[src/ivm_params.svh]
// Constants for the interrupt vector map: widths, counts and slot offsets.
// Assumes the includer wants plain text macros; no logic lives here.
`ifndef IVM_PARAMS_SVH
`define IVM_PARAMS_SVH

// Widths and counts.
`define IVM_ADDR_W 24
`define IVM_NUM_SRC 44
`define IVM_NUM_L3 5
`define IVM_IDX_W 6
`define IVM_BOOT_IDX 6'h05

// Level-3 slots.
`define OFF_RESET 8'h00
`define OFF_STACK 8'h02
`define OFF_ILLEGAL 8'h04
`define OFF_DEBUG 8'h06
`define OFF_TRAP 8'h08
`define OFF_NMI 8'h0a
`define OFF_L3_RSV_A 8'h0c
`define OFF_L3_RSV_B 8'h0e

// Pins and transfer channels; channel n sits at OFF_DMA0 plus two n.
`define OFF_EXT_A 8'h10
`define OFF_EXT_B 8'h12
`define OFF_EXT_C 8'h14
`define OFF_EXT_D 8'h16
`define OFF_DMA0 8'h18

// Digital audio transmitter.
`define OFF_DAX_UND 8'h28
`define OFF_DAX_BLK 8'h2a
`define OFF_DAX_RSV 8'h2c
`define OFF_DAX_EMPTY 8'h2e

// First audio port.
`define OFF_A0_RXD 8'h30
`define OFF_A0_RXE 8'h32
`define OFF_A0_RXX 8'h34
`define OFF_A0_RXL 8'h36
`define OFF_A0_TXD 8'h38
`define OFF_A0_TXE 8'h3a
`define OFF_A0_TXX 8'h3c
`define OFF_A0_TXL 8'h3e

// Serial host port.
`define OFF_SHP_TXD 8'h40
`define OFF_SHP_TXU 8'h42
`define OFF_SHP_RNE 8'h44
`define OFF_SHP_RSV 8'h46
`define OFF_SHP_RFF 8'h48
`define OFF_SHP_ROV 8'h4a
`define OFF_SHP_BUS 8'h4c

// Counters.
`define OFF_C0_CMP 8'h54
`define OFF_C0_OVF 8'h56
`define OFF_C1_CMP 8'h58
`define OFF_C1_OVF 8'h5a
`define OFF_C2_CMP 8'h5c
`define OFF_C2_OVF 8'h5e

// Parallel host port.
`define OFF_PHP_RXF 8'h60
`define OFF_PHP_TXE 8'h62
`define OFF_PHP_CMD 8'h64

// Second audio port.
`define OFF_A1_RXD 8'h70
`define OFF_A1_RXE 8'h72
`define OFF_A1_RXX 8'h74
`define OFF_A1_RXL 8'h76
`define OFF_A1_TXD 8'h78
`define OFF_A1_TXE 8'h7a
`define OFF_A1_TXX 8'h7c
`define OFF_A1_TXL 8'h7e

// Reserved ranges.
`define OFF_RSV_A 8'h24
`define OFF_RSV_B 8'h26
`define OFF_RSV_LO 8'h4e
`define OFF_RSV_HI 8'h52
`define OFF_RSV2_LO 8'h66
`define OFF_RSV2_HI 8'h6e
`define OFF_RSV_TOP 8'h80

`endif

[src/ivm_pkg.sv]
// Types shared by the interrupt vector map.
// Assumes ivm_params.svh is on the include path.
`default_nettype none
`include "ivm_params.svh"

package ivm_pkg;

  typedef enum logic [1:0] {ST_BOOT, ST_IDLE, ST_OFFER, ST_ACK} ivm_state_e;

  typedef struct packed {
    logic valid;
    logic [`IVM_ADDR_W-1:0] addr;
    logic [1:0] level;
    logic level3;
    logic [`IVM_IDX_W-1:0] source;
  } vector_offer_s;

  typedef struct packed {
    ivm_state_e state;
    vector_offer_s offer;
    logic [`IVM_NUM_SRC-1:0] ack;
    logic [`IVM_NUM_L3-1:0] l3_ack;
    logic [1:0] pend_level;
    logic pend_any;
  } ivm_regs_s;

endpackage

`default_nettype wire

[src/interrupt_vector_map.sv]
// Interrupt vector map: arbitrates pending sources and offers the
// sequencer one vector address at a time, then acknowledges the source.
// Assumes requests and the vector base are synchronous to clk and that a
// source drops its request on the edge at which its acknowledge is high.
`timescale 1ns/1ps
`default_nettype none
`include "ivm_params.svh"

// Contract
// - Level-3 slots fixed, never dispatch 0C/0E.
// - First port receive vectors 30 to 36.
// - First port transmit vectors 38 to 3E.
// - Second port receive vectors 70 to 76.
// - Second port transmit vectors 78 to 7E.
// - Serial host transmit 40, underrun 42.
// - Serial host not-empty 44, full 48.
// - Serial host overrun 4A, bus error 4C.
// - Parallel host receive full 60.
// - Parallel host transmit 62, command 64.
// - Audio transmitter 28, 2A, 2E; 2C reserved.
// - Two-bit field: 00 off, else levels 0-2.
// - Same level served in fixed source order.
module interrupt_vector_map (
  // Clock and reset.
  input wire logic clk,
  input wire logic reset,
  // Vector base and the sequencer's current mask level.
  input wire logic [`IVM_ADDR_W-1:0] vector_base,
  input wire logic [1:0] core_mask,
  // Level-3 requests, bit 0 is the highest.
  input wire logic [`IVM_NUM_L3-1:0] level3_req,
  // Maskable requests in service order and their level fields.
  input wire logic [`IVM_NUM_SRC-1:0] source_req,
  input wire logic [`IVM_NUM_SRC-1:0][1:0] priority_level,
  // Vector offer and its handshake.
  output var ivm_pkg::vector_offer_s vector_offer,
  input wire logic vector_taken,
  // Acknowledges and pending summary.
  output logic [`IVM_NUM_SRC-1:0] source_ack,
  output logic [`IVM_NUM_L3-1:0] level3_ack,
  output logic [1:0] pending_level,
  output logic pending_any
);

  ivm_pkg::ivm_regs_s r;
  ivm_pkg::ivm_regs_s next_r;

  logic [1:0] best_field;
  logic sel_found;
  logic [`IVM_IDX_W-1:0] sel_idx;
  logic l3_found;
  logic [`IVM_IDX_W-1:0] l3_idx;
  logic maskable_ok;
  logic still_pending;
  logic [1:0] pend_code;

  // Slot of each maskable source, indexed in service order.
  function automatic logic [7:0] maskable_offset(input logic [`IVM_IDX_W-1:0] idx);
    case (idx)
      // External request pins come first in service order.
      6'd0: maskable_offset = `OFF_EXT_A;
      6'd1: maskable_offset = `OFF_EXT_B;
      6'd2: maskable_offset = `OFF_EXT_C;
      6'd3: maskable_offset = `OFF_EXT_D;
      // Transfer channels sit in consecutive slots after the pins.
      6'd4, 6'd5, 6'd6, 6'd7, 6'd8, 6'd9: begin
        maskable_offset = 8'(`OFF_DMA0 + {idx[5:0] - 6'd4, 1'b0});
      end
      // First audio port, receive before transmit.
      6'd10: maskable_offset = `OFF_A0_RXX;
      6'd11: maskable_offset = `OFF_A0_RXE;
      6'd12: maskable_offset = `OFF_A0_RXD;
      6'd13: maskable_offset = `OFF_A0_RXL;
      6'd14: maskable_offset = `OFF_A0_TXX;
      6'd15: maskable_offset = `OFF_A0_TXL;
      6'd16: maskable_offset = `OFF_A0_TXE;
      6'd17: maskable_offset = `OFF_A0_TXD;
      // Serial host port; the slot between its queue requests stays empty.
      6'd18: maskable_offset = `OFF_SHP_BUS;
      6'd19: maskable_offset = `OFF_SHP_ROV;
      6'd20: maskable_offset = `OFF_SHP_TXU;
      6'd21: maskable_offset = `OFF_SHP_RFF;
      6'd22: maskable_offset = `OFF_SHP_TXD;
      6'd23: maskable_offset = `OFF_SHP_RNE;
      // Parallel host port, command first.
      6'd24: maskable_offset = `OFF_PHP_CMD;
      6'd25: maskable_offset = `OFF_PHP_RXF;
      6'd26: maskable_offset = `OFF_PHP_TXE;
      // Digital audio transmitter; its third slot has no source.
      6'd27: maskable_offset = `OFF_DAX_UND;
      6'd28: maskable_offset = `OFF_DAX_BLK;
      6'd29: maskable_offset = `OFF_DAX_EMPTY;
      // Counters, overflow ahead of compare in service order.
      6'd30: maskable_offset = `OFF_C0_OVF;
      6'd31: maskable_offset = `OFF_C0_CMP;
      6'd32: maskable_offset = `OFF_C1_OVF;
      6'd33: maskable_offset = `OFF_C1_CMP;
      6'd34: maskable_offset = `OFF_C2_OVF;
      6'd35: maskable_offset = `OFF_C2_CMP;
      // Second audio port, lowest in service order.
      6'd36: maskable_offset = `OFF_A1_RXX;
      6'd37: maskable_offset = `OFF_A1_RXE;
      6'd38: maskable_offset = `OFF_A1_RXD;
      6'd39: maskable_offset = `OFF_A1_RXL;
      6'd40: maskable_offset = `OFF_A1_TXX;
      6'd41: maskable_offset = `OFF_A1_TXL;
      6'd42: maskable_offset = `OFF_A1_TXE;
      6'd43: maskable_offset = `OFF_A1_TXD;
      // Indices past the table land on a reserved slot, which is refused.
      default: maskable_offset = `OFF_RSV_TOP;
    endcase
  endfunction

  // Slot of each level-3 source; index five is the reset slot.
  function automatic logic [7:0] level3_offset(input logic [`IVM_IDX_W-1:0] idx);
    case (idx)
      6'd0: level3_offset = `OFF_STACK;
      6'd1: level3_offset = `OFF_ILLEGAL;
      6'd2: level3_offset = `OFF_DEBUG;
      6'd3: level3_offset = `OFF_TRAP;
      6'd4: level3_offset = `OFF_NMI;
      6'd5: level3_offset = `OFF_RESET;
      // Any other index lands on a reserved slot and is refused.
      default: level3_offset = `OFF_L3_RSV_A;
    endcase
  endfunction

  // True for any slot that has no source behind it.
  // Odd offsets lie inside a two-word slot, so they never start one.
  function automatic logic slot_reserved(input logic [7:0] off);
    slot_reserved = off[0] ||
      off == `OFF_L3_RSV_A || off == `OFF_L3_RSV_B ||
      off == `OFF_RSV_A || off == `OFF_RSV_B ||
      off == `OFF_DAX_RSV || off == `OFF_SHP_RSV ||
      (off >= `OFF_RSV_LO && off <= `OFF_RSV_HI) ||
      (off >= `OFF_RSV2_LO && off <= `OFF_RSV2_HI) ||
      off >= `OFF_RSV_TOP;
  endfunction

  // Slots are 256 words apart at most, so the base supplies only the
  // upper bits; its low byte is ignored rather than added, which keeps
  // the path a plain concatenation with no carry.
  function automatic logic [`IVM_ADDR_W-1:0] vector_addr(
    input logic [`IVM_ADDR_W-1:0] base,
    input logic [7:0] off
  );
    vector_addr = {base[`IVM_ADDR_W-1:8], off};
  endfunction

  // Highest enabled level among pending maskable sources. A field of
  // zero never wins, so a disabled source is invisible.
  always_comb begin
    best_field = 2'h0;
    for (int i = 0; i < `IVM_NUM_SRC; i++) begin
      if (source_req[i] && priority_level[i] > best_field) begin
        best_field = priority_level[i];
      end
    end
  end

  // First source in service order at the winning level.
  // Scanning from the bottom lets the lowest index overwrite the rest.
  always_comb begin
    sel_found = 1'b0;
    sel_idx = '0;
    for (int i = `IVM_NUM_SRC - 1; i >= 0; i--) begin
      if (source_req[i] && best_field != 2'h0 &&
          priority_level[i] == best_field) begin
        sel_found = 1'b1;
        sel_idx = 6'(i);
      end
    end
  end

  // Level-3 requests cannot be masked and beat every maskable source.
  // Bit 0 is the highest, so the stack error outranks the rest.
  always_comb begin
    l3_found = 1'b0;
    l3_idx = '0;
    for (int i = `IVM_NUM_L3 - 1; i >= 0; i--) begin
      if (level3_req[i]) begin
        l3_found = 1'b1;
        l3_idx = 6'(i);
      end
    end
  end

  // A maskable winner goes out only at or above the sequencer's mask level and
  // only if its slot is a real one.
  assign maskable_ok = sel_found && best_field > core_mask &&
    !slot_reserved(maskable_offset(sel_idx));

  // Pending summary for the sequencer. It ignores the mask on purpose, so
  // software can see what waits even while the core holds its level high.
  always_comb begin
    if (l3_found) begin
      pend_code = 2'h3;
    end else if (best_field != 2'h0) begin
      pend_code = 2'(best_field - 2'h1);
    end else begin
      pend_code = 2'h0;
    end
  end

  // The offered request must still stand; the reset offer always does.
  // An index past the table reads as gone rather than as an unknown,
  // which would otherwise leave the offer hanging.
  always_comb begin
    still_pending = 1'b0;
    if (!r.offer.level3) begin
      if (r.offer.source < 6'(`IVM_NUM_SRC)) begin
        still_pending = source_req[r.offer.source];
      end
    end else if (r.offer.source == `IVM_BOOT_IDX) begin
      still_pending = 1'b1;
    end else if (r.offer.source < 6'(`IVM_NUM_L3)) begin
      still_pending = level3_req[r.offer.source[2:0]];
    end
  end

  // Next-state logic: boot offer, idle arbitration, held offer, ack gap.
  always_comb begin
    next_r = r;
    next_r.ack = '0;
    next_r.l3_ack = '0;
    next_r.pend_any = l3_found || best_field != 2'h0;
    next_r.pend_level = pend_code;
    case (r.state)
      ivm_pkg::ST_BOOT: begin
        // After reset the sequencer first fetches the reset slot.
        next_r.offer.valid = 1'b1;
        next_r.offer.addr = vector_addr(vector_base, `OFF_RESET);
        next_r.offer.level = 2'h3;
        next_r.offer.level3 = 1'b1;
        next_r.offer.source = `IVM_BOOT_IDX;
        next_r.state = ivm_pkg::ST_OFFER;
      end
      ivm_pkg::ST_IDLE: begin
        // Level-3 first, then the best maskable source at or above the mask.
        if (l3_found && !slot_reserved(level3_offset(l3_idx))) begin
          next_r.offer.valid = 1'b1;
          next_r.offer.addr = vector_addr(vector_base, level3_offset(l3_idx));
          next_r.offer.level = 2'h3;
          next_r.offer.level3 = 1'b1;
          next_r.offer.source = l3_idx;
          next_r.state = ivm_pkg::ST_OFFER;
        end else if (maskable_ok) begin
          next_r.offer.valid = 1'b1;
          next_r.offer.addr = vector_addr(vector_base, maskable_offset(sel_idx));
          next_r.offer.level = 2'(best_field - 2'h1);
          next_r.offer.level3 = 1'b0;
          next_r.offer.source = sel_idx;
          next_r.state = ivm_pkg::ST_OFFER;
        end
      end
      ivm_pkg::ST_OFFER: begin
        // The offer is held steady; a later, higher request waits for the
        // next round so the sequencer never sees the address change.
        if (vector_taken) begin
          next_r.offer.valid = 1'b0;
          next_r.state = ivm_pkg::ST_ACK;
          // The reset offer has no source behind it and is not acknowledged.
          if (!r.offer.level3) begin
            next_r.ack[r.offer.source] = 1'b1;
          end else if (r.offer.source != `IVM_BOOT_IDX) begin
            next_r.l3_ack[r.offer.source[2:0]] = 1'b1;
          end
        end else if (!still_pending) begin
          next_r.offer.valid = 1'b0;
          next_r.state = ivm_pkg::ST_IDLE;
        end
      end
      ivm_pkg::ST_ACK: begin
        // One gap cycle lets the source drop its request before we look.
        next_r.state = ivm_pkg::ST_IDLE;
      end
      default: begin
        // An unused state code falls back to idle with no offer.
        next_r.offer.valid = 1'b0;
        next_r.state = ivm_pkg::ST_IDLE;
      end
    endcase
  end

  // All state in one register; the all-zero value is the boot state.
  // Reset is synchronous, so the first edge after release makes the boot offer.
  always_ff @(posedge clk) begin
    if (reset) begin
      r <= '0;
    end else begin
      r <= next_r;
    end
  end

  // Every output is a flip-flop.
  // The acknowledges are one-cycle pulses; a source must drop its request then.
  assign vector_offer = r.offer;
  assign source_ack = r.ack;
  assign level3_ack = r.l3_ack;
  assign pending_level = r.pend_level;
  assign pending_any = r.pend_any;

endmodule // interrupt_vector_map

`default_nettype wire

[config.mk]
export PLATFORM = sky130hd
export DESIGN_NAME = interrupt_vector_map
export DESIGN_NICKNAME = d
export VERILOG_FILES = /design/src/ivm_pkg.sv /design/src/interrupt_vector_map.sv
export VERILOG_INCLUDE_DIRS = /design/src
export SDC_FILE = /design/constraint.sdc
export NUM_CORES = 1
export LEC_CHECK = 0
export ABC_AREA = 1
export ABC_CLOCK_PERIOD_IN_PS = 44300
export BUFFER_PORTS_ARGS = -buffer_cell sky130_fd_sc_hd__buf_2
export CAP_MARGIN = 20
export CORE_ASPECT_RATIO = 1.25
export CORE_MARGIN = 3
export CORE_UTILIZATION = 37
export DETAILED_ROUTE_END_ITERATION = 16
export GPL_TIMING_DRIVEN = 0
export PLACE_DENSITY = 0.59
export SLEW_MARGIN = 20
export SYNTH_ARGS = -nofsm -noshare
export SYNTH_HDL_FRONTEND = slang
export SYNTH_SLANG_ARGS = --single-unit
[constraint.sdc]
create_clock -name clk -period 44.3 [get_ports clk]
set_clock_uncertainty 0.15 [all_clocks]
set_input_delay 8.86 -clock clk [delete_from_list [all_inputs] [get_ports clk]]
set_output_delay 8.86 -clock clk [all_outputs]
set_load 0.01 [all_outputs]
After elaboration in Yosys (flattened, before gate mapping)
Cells that the tools add are included.

$add $sub $neg: 3. $lt $le $gt $ge: 61. Eq/ne operators: 111. Multiplexer cells: 166. Bitwise gates (word level): 4. Reduce and logical (&&, ||, !) cells: 174.

Operators by type and width (count): $pmux 8 s39 (1); $mux 6 (48); $logic_and 1x1->1 (141); $eq 6x5->1 const B (16); $mux 2 (46); $eq 2x2->1 (44); $gt 2x2->1 (44); $eq 6x6->1 const B (12); $mux 36 (2); $pmux 33 s2 (1); $mux 1 (57); $eq 6x4->1 const B (8); $eq 8x6->1 const B (6); $eq 6x3->1 const B (7); $eq 8x4->1 const B (4); $ge 8x7->1 const B (4); $le 8x7->1 const B (4); $eq 6x2->1 const B (4); $pmux 4 s6 (1); $logic_or 1x1->1 (19); $eq 8x7->1 const B (2); $ge 8x8->1 const B (2); $eq 6x1->1 const B (2); $logic_not 6->1 (2); 32 further kinds (42).

Register bits after elaboration: 88. Input port bits: 166. Output and inout port bits: 86. Logic and storage cells: 529.

Longest topological paths before layout
Depth in word-level cells: 197. Gate-level depth with buffers: 380. Depth with buffers taken out: 372.

Worst setup path after synthesis
No wires, ideal clock.

Kind: input-to-reg. Start: input priority_level[1] in the netlist's numbering. End: register r (netlist bit vector_offer[4]). Setup time: 0.127 ns. Data arrival time: 47.780 ns. Data required time: 44.023 ns. Slack: -3.758 ns. Stages on the path: 343. Buffers on the path: 13. Cell sequence: nand2_1 > ha_1 > a21oi_2 > nand2_1 > o21ai_0 > ha_1 > inv_1 > a21oi_1 > nor2_1 > nand2_1 > nand2_1 > nand2_1 > ha_1 > nor2_1 > or2_2 > nand3_1 > nand2_1 > nand3_1 > [... 307 more ...] > inv_1 > nor2_1 > nor4_1 > o221ai_1 > o21bai_1 > inv_1 > nand2_1 > nand2_1 > nand2_1 > inv_1 > nand2_2 > nand3_2 > nand2_4 > nand2_4 > nand2_4 > buf_8 > nand2_1 > a21oi_2.

Longest elaborated chain between the ends: 196. Elaborated cells between the ends (all ways): 432. Those cells by class: add/sub: 2; order compare: 50; eq/ne: 94; mux: 136; reduce/logical: 150.

RTL lines: start, declared (RTL line interrupt_vector_map.sv:34) `` input wire logic [`IVM_NUM_SRC-1:0][1:0] priority_level, ``; $gt 2x1->1 (RTL line interrupt_vector_map.sv:155) `if (source_req[i] && priority_level[i] > best_field) begin`; $logic_and 1x1->1 (RTL line interrupt_vector_map.sv:155); $mux 2 (RTL line interrupt_vector_map.sv:155); $gt 2x2->1 (RTL line interrupt_vector_map.sv:155); $logic_and 1x1->1 (RTL line interrupt_vector_map.sv:155); $mux 2 (RTL line interrupt_vector_map.sv:155); $gt 2x2->1 (RTL line interrupt_vector_map.sv:155); $logic_and 1x1->1 (RTL line interrupt_vector_map.sv:155); [... 174 more ...]; $eq 8x4->1 (no source line); $logic_or 1x1->1 (no source line) (6 in a row); $logic_or 1x1->1 (2 in a row) (RTL line interrupt_vector_map.sv:131) `slot_reserved = off[0] ||`; $logic_or 1x1->1 (no source line); $logic_not 1->1 (RTL line interrupt_vector_map.sv:191) `!slot_reserved(maskable_offset(sel_idx));`; $logic_and 1x1->1 (RTL line interrupt_vector_map.sv:190) `assign maskable_ok = sel_found && best_field > core_mask &&`; $ne 3x3->1 (no source line); $reduce_and 2->1 (no source line); end signal, assigned (RTL line interrupt_vector_map.sv:291) `r <= next_r;`; end, declared (RTL line interrupt_vector_map.sv:45) `ivm_pkg::ivm_regs_s r;`.

Several ways; a longest one is shown, not always the timed one. The select of a mux whose other input is x is not followed. A chain may end at the register's enable or synchronous reset.

Worst setup path in the final report
Start: input priority_level[2] in the netlist's numbering. End: register r (netlist bit vector_offer[32]).

Longest elaborated chain between the ends: 193. Elaborated cells between the ends (all ways): 426. Those cells by class: add/sub: 2; order compare: 49; eq/ne: 94; mux: 132; reduce/logical: 149.

RTL lines (RTL line): $gt 2x2->1 (interrupt_vector_map.sv:155); $logic_and 1x1->1 (interrupt_vector_map.sv:155); $mux 2 (interrupt_vector_map.sv:155); $gt 2x2->1 (interrupt_vector_map.sv:155); $logic_and 1x1->1 (interrupt_vector_map.sv:155); $mux 2 (interrupt_vector_map.sv:155); $gt 2x2->1 (interrupt_vector_map.sv:155); $logic_and 1x1->1 (interrupt_vector_map.sv:155); [... 171 more ...]; $eq 8x4->1 (no source line); $logic_or 1x1->1 (no source line) (6 in a row); $logic_or 1x1->1 (2 in a row) (interrupt_vector_map.sv:131); $logic_or 1x1->1 (no source line); $logic_not 1->1 (interrupt_vector_map.sv:191); $logic_and 1x1->1 * (interrupt_vector_map.sv:190); $ne 3x3->1 (no source line) *; $reduce_and 2->1 (no source line) *.

Mark *: on every way between the ends. The rest lies on a longest branch, timed or not.

==> flow_summary_export.csv <==
group,metric,value,unit
cts,cts_inserted_buffers,9,
setup_path,cp-start-kind,"primary input",
placed_design,place.gp.congestion,0.878,
die,design.portCount,252,
global_routing,grt_start_max_net_pins,16,
logic_synthesis,synth_area_leaders,"dfxtp_1, nand2_1, nand3_1, inv_1, buf_4",
layout,syn2layout_area_growth,59.4,%
detailed_routing,routed_wl,41200,microns
timing,report.final.setup_viol,38,
setup_path,reg2reg_setup_slack,41.09,ns
worst_hold_path,worstHoldStart,"vector_offer[16]",
worst_hold_path,hp-class,"reg2reg",
detailed_routing,wl_per_cell,15.8,microns
cts,clockBufferDepth,2,
setup_path,critPathMaxStageDelay,0.30,ns
logic_synthesis,synth_seq_cells,87,
placed_design,hpwl,28500,microns
logic_synthesis,synth_top_area_cell,"dfxtp_1",
logic_synthesis,ys_async_sr_fraction,0,%
die,dieHeight,192,microns
placed_design,port_buffers,241,
timing,slew_viol_final,0,
detailed_routing,vias,13600,
setup_path,crit_buf_inv,76,
logic_synthesis,ys_seq_area_share,16.9,%
timing,setup_ws,-4.34,ns
logic_synthesis,syn_avg_cell_area,5.84,sq um
detailed_routing,via_per_inst,5.21,
cts,cts-root-buf,"clkbuf_16",
detailed_routing,drc,0,
outcome,status,"finished with violations",
die,start_util,38.0,%
flow_run,cap_violations,0,
setup_path,rr_worst_depth,12,
logic_synthesis,synth-edff-count,0,
setup_path,crit_type,"in2reg",
setup_path,path_max_fanout,8,
detailed_routing,ant_nets,0,
setup_path,path_depth,370,
logic_synthesis,synth-main-ff-cell,"dfxtp_1",
setup_path,cp.arrival,48.76,ns
timing,hold_viol,0,
setup_path,cp_top_family,"simple AND/OR/NAND/NOR gates",
layout,instances_no_fill,2605,
setup_path,crit_slowest_cell,"ha_1",
layout,final_layout_size_suffix_gt1_share,46.7,%
cts,clock_sinks,87,
timing,rsz0062_at_grt,"yes",
timing,fin_crit,48.64,ns
logic_synthesis,netlist_area,10300,sq um
layout,final_nets,2473,
global_routing,antenna_found_initial,10,
die,core,27100,sq um
placed_design,post_dp_cell_area,12200,sq um
die,die-area,29800,sq um
cts,tritoncts,"done",
timing,fmax,20.6,MHz
setup_path,worst_path_most_repeated_cell,"nand2_1",
setup_path,r2r-end,"r[87]",
logic_synthesis,syn_nets,1982,
logic_synthesis,yosys_warnings,0,
timing,fin_crit_sh,110,%
global_routing,grt_pass1_vias,12600,
cts,cts-htree-levels,3,
global_routing,grt_overflow,0,
layout,final_cell_area,16400,sq um
detailed_routing,drt_iter0_drc,820,
logic_synthesis,synth_cell_types,54,
setup_path,critical_path_required,44.42,ns
timing,slew_headroom,41.7,%
setup_path,r2r_start,"vector_offer[0]",
die,die_x,155,microns
cts,clk_latency,0.34,ns
placed_design,dp.cells,2346,
global_routing,grt_first_pass_wirelength,60300,microns
layout,fill_cells,2479,
outcome,violations,"negative setup slack",
global_routing,grt_use_total,24.4,%
setup_path,cp-end-kind,"flip-flop",
logic_synthesis,yosysMostFrequentCell,"nand2_1",
logic_synthesis,synthTopCellsByCount,"nand2_1, nand3_1, inv_1",
worst_hold_path,min_to,"vector_offer[16]",
placed_design,pre_cts_ws,-6.21,ns
logic_synthesis,synthCells,1760,
detailed_routing,firstDrtPassIters,5,
logic_synthesis,synth_top_area_share,16.9,%
worst_hold_path,min_path_cells,2,
die,num_rows,67,
timing,tightest_slew,0.875,ns
cts,clk_pin_slew_worst_paths,0.07,ns
## how the worst max path moves through the flow
stage	start	endpoint	slack, ns
5_1_grt	priority_level[2]	vector_offer[7]	-7.06
2_1_floorplan	priority_level[2]	vector_offer[10]	-1.05
3_5_place_dp	priority_level[2]	vector_offer[0]	-6.21
4_1_cts	priority_level[0]	vector_offer[17]	-4.05
6_report	priority_level[2]	vector_offer[32]	-4.34
3_3_place_gp	source_req[0]	vector_offer[0]	-5.64
## worst min-delay path: stages, from the launching register on
cell,delay (ns)
dfxtp_1,0.33
nand2_4,0.06
nor2_1,0.03
## cell type report
| type | instances | area [sq um] | area share [%] |
|---|---|---|---|
| diodes | 4 | 10.0 | 0.0611 |
| plain buffers | 124 | 1110 | 6.80 |
| clock buffers | 10 | 239 | 1.46 |
| clock inverters | 6 | 68.8 | 0.420 |
| inverters | 269 | 1030 | 6.31 |
| multi-input cells | 1278 | 8520 | 52.0 |
| flip-flops and latches | 87 | 1740 | 10.6 |
| well taps | 345 | 432 | 2.63 |
| repair buffers | 482 | 3230 | 19.7 |
## metal layers
metal | up-vias | wire, microns | global-route usage (%)
met5 | - | 82 | 0
met4 | 12 | 1530 | 8.73
met3 | 139 | 2300 | 3.68
met2 | 503 | 21000 | 45.6
met1 | 6252 | 16300 | 28.0
li1 | 6670 | - | -
## layout by cell type, fill, tap and decap left out, types with 12 or more instances in the layout
master,instances
buf_4,311
nand2_1,299
nor2_2,15
o21ai_1,14
nand2_2,119
ha_4,29
nor2_1,139
buf_8,17
dfxtp_1,87
o21ai_0,64
a21oi_4,17
nand3_4,12
a21oi_1,33
inv_1,228
nand3_1,199
buf_6,17
o21ai_2,13
nand3_2,70
a21oi_2,54
buf_2,240
clkbuf_16,13
ha_1,26
nand2_4,31
inv_2,29
a211oi_1,39
## state kept, by name (all words and copies together) (netlist names)
signal	flops
source_ack	44
vector_offer	33
level3_ack	5
pending_level	2
r	2
pending_any	1
## stage by stage
stage / utilization (%) / hold WS, ns / setup TNS, ns
2_1_floorplan: - / 0.272 / -35.03
3_3_place_gp: 45.2 / 0.280 / -195.84
3_5_place_dp: 45.2 / 0.284 / -218.69
4_1_cts: 53.8 / 0.293 / -140.68
5_1_grt: 60.5 / 0.332 / -253.44
6_report: 60.5 / 0.311 / -152.13
## timing repair
| action | 4_1_cts | 5_1_grt |
|---|---|---|
| cloned | 2 | 2 |
| hold buffers | 0 | 0 |
| endpoints found under the setup margin | 38 | 38 |
| pin swaps | 136 | 253 |
| buffers inserted | 177 | 62 |
| resized for setup | 148 | 303 |
## logic make-up after synthesis
group | synth area share, %
simple gates | 39.1
buf+inv | 19.0
compound gates | 17.8
flops | 16.9
fa+ha+maj | 6.82
xor+xnor | 0.256
other cells | 0.0365
Power is left out: the tool's default activity adds up to more than one toggle a clock period on the data nets, which glitch-free logic cannot reach.
